==> config.mk <==
export PLATFORM = sky130hd
export DESIGN_NAME = odurc_update_ctrl
export DESIGN_NICKNAME = d
export VERILOG_FILES = /design/src/hdl/odurc_pkg.sv /design/src/hdl/odurc_update_ctrl.sv
export SDC_FILE = /design/constraint.sdc
export NUM_CORES = 1
export LEC_CHECK = 0
export BUFFER_PORTS_ARGS = -buffer_cell sky130_fd_sc_hd__buf_2
export CORE_MARGIN = 5
export CORE_UTILIZATION = 40
export CTS_BUF_LIST = sky130_fd_sc_hd__clkbuf_2 sky130_fd_sc_hd__clkbuf_4 sky130_fd_sc_hd__clkbuf_8
export CTS_CLUSTER_DIAMETER = 60
export DETAILED_ROUTE_END_ITERATION = 10
export PLACE_DENSITY = 0.7
export REMOVE_ABC_BUFFERS = 1
export SLEW_MARGIN = 0
export SYNTH_ARGS = -nofsm -noshare
export SYNTH_HDL_FRONTEND = slang
export SYNTH_SLANG_ARGS = --single-unit
==> constraint.sdc <==
create_clock -name clk -period 2.6 [get_ports clk]
set_input_delay 0.26 -clock clk [delete_from_list [all_inputs] [get_ports clk]]
set_output_delay 0.26 -clock clk [all_outputs]
set_load 0.005 [all_outputs]
==> src/hdl/odurc_pkg.sv <==
package odurc_pkg;

    // Frame layout of one 24-bit command word
    localparam int unsigned FRAME_W        = 24;
    localparam int unsigned CMD_MSB        = 23;
    localparam int unsigned CMD_LSB        = 20;
    localparam int unsigned ADDR_MSB       = 19;
    localparam int unsigned ADDR_LSB       = 16;
    localparam int unsigned PD_ZERO_BIT    = 19;
    localparam int unsigned DATA_MSB       = 15;
    localparam int unsigned MASK_MSB       = 7;

    // Channel geometry
    localparam int unsigned NUM_CHAN       = 8;
    localparam int unsigned DATA_W         = 16;
    localparam int unsigned PD_W           = 2;

    // Command codes
    localparam logic [3:0]  CMD_WRITE_INPUT  = 4'h1;
    localparam logic [3:0]  CMD_UPDATE_DAC   = 4'h2;
    localparam logic [3:0]  CMD_WRITE_UPDATE = 4'h3;
    localparam logic [3:0]  CMD_POWER_DOWN   = 4'h4;
    localparam logic [3:0]  CMD_LOAD_MASK    = 4'h5;
    localparam logic [3:0]  CMD_SOFT_RESET   = 4'h6;

    // Software reset key
    localparam logic [3:0]  SOFT_RESET_ADDR  = 4'h0;
    localparam logic [15:0] SOFT_RESET_KEY   = 16'h1234;

    // Reset values and output codes
    localparam logic [7:0]  MASK_RESET       = 8'h00;
    localparam logic [15:0] PWRDN_RESET      = 16'h0000;
    localparam logic [15:0] ZERO_SCALE_CODE  = 16'h0000;
    localparam logic [15:0] MID_SCALE_CODE   = 16'h8000;

    // Power-down mode encodings per channel
    localparam logic [1:0]  PD_NORMAL        = 2'h0;
    localparam logic [1:0]  PD_PULLDOWN      = 2'h1;

    typedef enum logic {
        ST_INIT,
        ST_RUN
    } odurc_state_t;

endpackage : odurc_pkg

==> src/hdl/odurc_update_ctrl.sv <==
`timescale 1ns/100ps

module odurc_update_ctrl (
    input  wire logic         clk,
    input  wire logic         sys_rst,
    input  wire logic         frameValid,
    input  wire logic [23:0]  frameData,
    input  wire logic         load_strobe_n,
    input  wire logic         clear_n,
    input  wire logic         clear_level_select,
    output logic      [127:0] dacCode,
    output logic      [15:0]  pwrdnMode,
    output logic      [7:0]   chanPulldown,
    output logic      [7:0]   chanTristate,
    output logic              initDone
);

    ////////////////////////////////////////////////////////////////////////////
    // Pin synchronisers and frame decode

    logic                     strobeSync1_q;
    logic                     strobeSync2_q;
    logic                     strobePrev_q;
    logic                     clearSync1_q;
    logic                     clearSync2_q;
    logic                     levelSync1_q;
    logic                     levelSync2_q;
    odurc_pkg::odurc_state_t  state_q;
    logic [7:0]               loadMask_q;
    logic [15:0]              pwrdnMode_q;
    logic [15:0]              inputReg_q [odurc_pkg::NUM_CHAN];
    logic [15:0]              dacReg_q   [odurc_pkg::NUM_CHAN];

    logic                     isRun;
    logic                     strobeFall;
    logic                     frameRun;
    logic [3:0]               cmdField;
    logic [3:0]               addrField;
    logic [15:0]              dataField;
    logic [15:0]              clearCode;
    logic                     softResetHit;

    // Two flops per pin; the strobe has a third (strobePrev_q), and logic reads it and the second stage
    always_ff @(posedge clk) begin
        if (sys_rst) begin
            strobeSync1_q <= 1'b1;
            strobeSync2_q <= 1'b1;
            strobePrev_q  <= 1'b1;
            clearSync1_q  <= 1'b0;
            clearSync2_q  <= 1'b0;
            levelSync1_q  <= 1'b0;
            levelSync2_q  <= 1'b0;
        end else begin
            strobeSync1_q <= load_strobe_n;
            strobeSync2_q <= strobeSync1_q;
            strobePrev_q  <= strobeSync2_q; // Tracks in init too, so no false edge at exit
            clearSync1_q  <= clear_n;
            clearSync2_q  <= clearSync1_q;
            levelSync1_q  <= clear_level_select;
            levelSync2_q  <= levelSync1_q;
        end
    end

    // Field split of the finished frame
    assign cmdField   = frameData[odurc_pkg::CMD_MSB:odurc_pkg::CMD_LSB];
    assign addrField  = frameData[odurc_pkg::ADDR_MSB:odurc_pkg::ADDR_LSB];
    assign dataField  = frameData[odurc_pkg::DATA_MSB:0];
    assign isRun      = (state_q == odurc_pkg::ST_RUN);
    assign frameRun   = frameValid && isRun;
    assign strobeFall = isRun && strobePrev_q && !strobeSync2_q;
    assign clearCode  = levelSync2_q ? odurc_pkg::MID_SCALE_CODE
                                     : odurc_pkg::ZERO_SCALE_CODE;
    assign softResetHit = frameRun && (cmdField == odurc_pkg::CMD_SOFT_RESET)
                          && (addrField == odurc_pkg::SOFT_RESET_ADDR)
                          && (dataField == odurc_pkg::SOFT_RESET_KEY);

    ////////////////////////////////////////////////////////////////////////////
    // Initialisation state

    // Init is left only once clear is seen high; a keyed reset re-enters it
    always_ff @(posedge clk) begin
        if (sys_rst) begin
            state_q <= odurc_pkg::ST_INIT;
        end else begin
            unique case (state_q)
                odurc_pkg::ST_INIT: begin
                    if (clearSync2_q) begin
                        state_q <= odurc_pkg::ST_RUN;
                    end
                end
                odurc_pkg::ST_RUN: begin
                    if (softResetHit) begin
                        state_q <= odurc_pkg::ST_INIT;
                    end
                end
            endcase
        end
    end

    assign initDone = isRun;

    ////////////////////////////////////////////////////////////////////////////
    // Load mask and power-down registers

    // Mask acts from the cycle after its frame, and gates strobe edges only, not commands
    always_ff @(posedge clk) begin
        if (sys_rst || softResetHit) begin
            loadMask_q <= odurc_pkg::MASK_RESET;
        end else if (frameRun && (cmdField == odurc_pkg::CMD_LOAD_MASK)) begin
            loadMask_q <= frameData[odurc_pkg::MASK_MSB:0];
        end
    end

    // Bit 19 must be zero; bits 18:16 are don't care
    always_ff @(posedge clk) begin
        if (sys_rst || softResetHit) begin
            pwrdnMode_q <= odurc_pkg::PWRDN_RESET;
        end else if (frameRun && (cmdField == odurc_pkg::CMD_POWER_DOWN)
                     && !frameData[odurc_pkg::PD_ZERO_BIT]) begin
            pwrdnMode_q <= dataField;
        end
    end

    assign pwrdnMode = pwrdnMode_q;

    ////////////////////////////////////////////////////////////////////////////
    // Per-channel input and DAC registers

    genvar gi;
    generate
        for (gi = 0; gi < odurc_pkg::NUM_CHAN; gi++) begin : gChan
            logic hit;
            logic wrInput;
            logic wrDacData;
            logic cpDac;

            // Addresses above 7 select nothing
            assign hit       = frameRun && (addrField == 4'(gi));
            assign wrInput   = hit && ((cmdField == odurc_pkg::CMD_WRITE_INPUT)
                                       || (cmdField == odurc_pkg::CMD_WRITE_UPDATE));
            // Strobe low at frame end overrides the mask
            assign wrDacData = hit && ((cmdField == odurc_pkg::CMD_WRITE_UPDATE)
                                       || ((cmdField == odurc_pkg::CMD_WRITE_INPUT)
                                           && !strobeSync2_q));
            assign cpDac     = hit && (cmdField == odurc_pkg::CMD_UPDATE_DAC);

            // Clear and init both park the pair at the clear code, so a later
            // strobe edge cannot bring back a stale input value
            always_ff @(posedge clk) begin
                if (sys_rst) begin
                    inputReg_q[gi] <= odurc_pkg::ZERO_SCALE_CODE;
                    dacReg_q[gi]   <= odurc_pkg::ZERO_SCALE_CODE;
                end else if (!isRun || !clearSync2_q) begin
                    inputReg_q[gi] <= clearCode;
                    dacReg_q[gi]   <= clearCode;
                end else begin
                    if (wrInput) begin
                        inputReg_q[gi] <= dataField;
                    end
                    if (wrDacData) begin
                        dacReg_q[gi] <= dataField;
                    end else if (cpDac) begin
                        dacReg_q[gi] <= inputReg_q[gi];
                    end else if (strobeFall && !loadMask_q[gi]) begin
                        dacReg_q[gi] <= inputReg_q[gi];
                    end
                end
            end

            assign dacCode[gi*16 +: 16] = dacReg_q[gi];
            // Mode 10 is undefined; any set high bit is taken as tristate
            assign chanPulldown[gi] = (pwrdnMode_q[gi*2 +: 2] == odurc_pkg::PD_PULLDOWN);
            assign chanTristate[gi] = pwrdnMode_q[gi*2 + 1];
        end
    endgenerate

    logic        wrCh0;
    logic [15:0] dac0;
    assign wrCh0 = frameRun && (addrField == 4'h0) && clearSync2_q;
    assign dac0  = dacCode[15:0];
endmodule : odurc_update_ctrl

==> metrics.md <==
| Metric | Value |
|---|---|
| Status | `complete, no violations` |
| CP Max Fanout | `16` |
| F_max | `~420 MHz` |
| Hold_sp | `sys_rst` |
| Crit path required time | `3.00 ns` |
| Clock root buffer | `clkbuf_8` |
| Tot GR Track Use | `0.178` |
| Die area | `approximately 34000 µm²` |
| Core Area | `approximately 30000 µm²` |
| Ranking of synthesized cells by area | `edfxtp_1 (64%), a22o_1 (8.7%), and2_1 (6.3%), dfxtp_1 (5.3%), mux2i_1 (2.0%)` |
| Setup crit end kind | `flip-flop` |
| Pint | `~0.007 W` |
| Routed wire per std cell | `21.2 µm` |
| Ys flop type | `edfxtp_1` |
| Synth Warn # | `0` |
| CP delay by family, top | `compound AO/OA/AOI/OAI gates` |
| CTS HTree Levels | `2` |
| CTS max path bufs | `3` |
| Worst path slowest cell | `o32ai_2` |
| Die width | `184 µm` |
| Synthesized instance count | `between 700 and 800` |
| Tmin final | `2.38 ns` |
| Synthesized area | `roughly 12000 µm²` |
| Worst-path cell chain | `and3b_1, nand3b_4, o32ai_2, a221o_1` |
| DR vias | `7484` |
| DP Area | `13600 µm²` |
| CTS Buf Count | `47` |
| Post-route ant nets | `0` |
| Worst-Skew Late Latency | `0.55 ns` |
| Area leader, netlist | `edfxtp_1` |
| Final wirelength | `30600 µm` |
| Worst min path class | `in -> reg` |
| Nets@finish | `1046` |
| Switching power | `0.00192 W` |
| Grt met2 use | `0.275` |
| DP Wirelength | `20000 µm` |
| Share of cells above drive strength 1 | `0.351` |
| Clock group share of total power | `0.416` |
| Largest net degree at the start of global routing | `20` |
| Synth unique cells | `52` |
| Worst Tran Pin Value | `1.00 ns` |
| Power, Total | `0.00910 W` |
| Startpoint Class | `flip-flop` |
| Iteration-0 DRC Markers | `561` |
| PwrDens | `626 nW/µm²` |
| Commonest cells post-synth | `edfxtp_1 (256), and2_1 (121), a22o_1 (120)` |
| Sequential Power Share | `0.552` |
| Clock slew at reported path FFs | `0.06 ns` |
| Initial antenna violation count | `1` |
| Rows | `63` |
| Seq/Total Area, Yosys | `0.691` |
| Drt first pass iters | `5` |
| Reg2Reg Launch Point | `initDone` |
| Initial Utilization | `0.405` |
| GR peak layer | `met2` |
| Vias in the first global route | `between 7000 and 8000` |
| WS Path Type | `reg -> reg` |
| Static leakage | `around 6.4 nW` |
| Ys async rst share | `0` |
| Min Hold Slack | `0.111 ns` |
| Post-synth EDFFs | `256` |
| Setup-failing EPs final | `0` |
| Worst stage delay on the critical path | `0.90 ns` |
| Area share of the largest cell type after synthesis | `0.638` |
| # IOs | `191` |
| PortBufs | `between 150 and 200` |
| Post-CTS setup buffer count | `0` |
| Peak supply drop | `0.271 mV` |
| First-pass GRT wire length | `45900 µm` |
| Switching part of the total power | `0.211` |
| Met1 Use GR | `0.256` |
| Avg Cell Area, Syn | `around 15 µm²` |
| RSZ-0062 raised after global routing | `false` |
| Hold Fails Final Rpt | `0` |
| Drt drc | `0` |
| Layout overhead on the synthesized area | `20.7%` |
| GP Congestion | `roughly 0.9` |
| Number of synthesized register bits | `288` |
| Met3 GRT Util | `0.0374` |
| Final period utilization | `0.915` |
| Worst Setup SP | `initDone` |
| Max-cap viol count | `0` |
| Top-count cell post-synth | `edfxtp_1` |
| GR Overflow Total | `0` |
| Logic pwr share | `0.032` |
| Relative slew slack | `0.332` |
| CTS tree | `built` |
| Arrival time worst endpoint | `2.78 ns` |
| Max Slew Vio Count | `0` |
| Fin Clk Skew | `0.0290 ns` |
| Crit path buf inv count | `0` |
| Fillcell total | `2557` |
| Die Y-Extent | `184 µm` |
| Vias/cell | `between 5 and 6` |
| Design Area, Final | `roughly 15000 µm²` |
| CTS sink cnt | `288` |
layout make-up:
type	instances	area, µm²	share of cell area
multi-input cells	419	3330	0.229
clock inverters	16	73.8	0.00507
well taps	390	488	0.0335
inverters	2	7.51	0.000516
flip-flops and latches	288	8330	0.572
repair buffers	258	1470	0.101
clock buffers	70	851	0.0585
diodes	1	2.50	0.000172
metal layers:
layer  part of all wire  wire (µm)
met2               0.45      13800
met1               0.45      13800
met5            0.00039         12
met3              0.073       2250
met4              0.025        767
worst min-delay path, delay by kind of cell:
kind | cells | cell delay (ns)
buffers and inverters | 2 | 0.29
AND/OR/NAND/NOR | 1 | 0.06
metrics by stage:
stage / setup WS, ns / TNS (ns) / std cells / utilization
after floorplan: -0.190 / -20.48 / 709 / -
after global placement: 0.186 / 0 / 1354 / 0.457
after detailed placement: 0.170 / 0 / 1354 / 0.457
after CTS: 0.269 / 0 / 1443 / 0.489
after global routing: 0.0997 / 0 / 1443 / 0.489
final: 0.220 / 0 / 1444 / 0.490
what timing repair did:
action / 4_1_cts / 5_1_grt
setup endpoints to repair: 0 / 0
gates resized for setup: 0 / 0
hold endpoints to repair: 3 / 0
hold buffers: 3 / 0
worst paths after layout:
check                                       end  slack, ns  cells after the start
worst max register to register  dacReg_q[0][47]       0.22                      4
worst min-delay path               levelSync1_q       0.11                      3
worst max-delay path            dacReg_q[0][47]       0.22                      4
worst min register to register    strobeSync2_q       0.41                      1
power by group through the flow:
stage          Clock (W)  Sequential [W]  Combinational, W
2_1_floorplan          0         0.00512         0.0000647
3_3_place_gp           0         0.00512          0.000282
3_5_place_dp           0         0.00512          0.000286
4_1_cts          0.00387         0.00502          0.000290
5_1_grt          0.00411         0.00502          0.000308
6_report         0.00379         0.00502          0.000288
kinds of logic (layout without fill, tap and decap cells):
| kind of cell | count (synthesis) | count (layout) | share of synthesized area |
|---|---|---|---|
| multiplexers | 24 | 24 | 0.0199 |
| AND/OR/NAND/NOR | 239 | 239 | 0.124 |
| other | 0 | 1 | 0 |
| buffers and inverters | 81 | 346 | 0.0338 |
| AO/OA/AOI/OAI | 156 | 156 | 0.131 |
| flip-flops | 288 | 288 | 0.691 |
flip-flops by register name, summed over array words and instances, names as in the netlist:
signal,cells
dacReg_q,128
loadMask_q,8
levelSync2_q,1
clearSync1_q,1
clearSync2_q,1
strobeSync1_q,1
pwrdnMode,16
strobePrev_q,1
inputReg_q,128
initDone,1
strobeSync2_q,1
levelSync1_q,1
placed cells by master, fill, tap and decap left out, types with 4 or more instances in the layout:
cell       count
clkinv_1       9
dfxtp_1       32
a221o_1        8
nor2_1        37
nor4b_1        4
clkbuf_4      18
nor3_2         6
clkinv_2       5
a2111oi_4      7
a22o_1       120
and2_1       121
buf_2        190
nand2_1        5
edfxtp_1     256
or3_1          8
nand2b_1       7
buf_4         65
a21o_1         8
nor2b_1       12
mux2i_1       24
nor3_1         6
clkbuf_8      52
No activity file was read; power rests on OpenSTA's default activity.
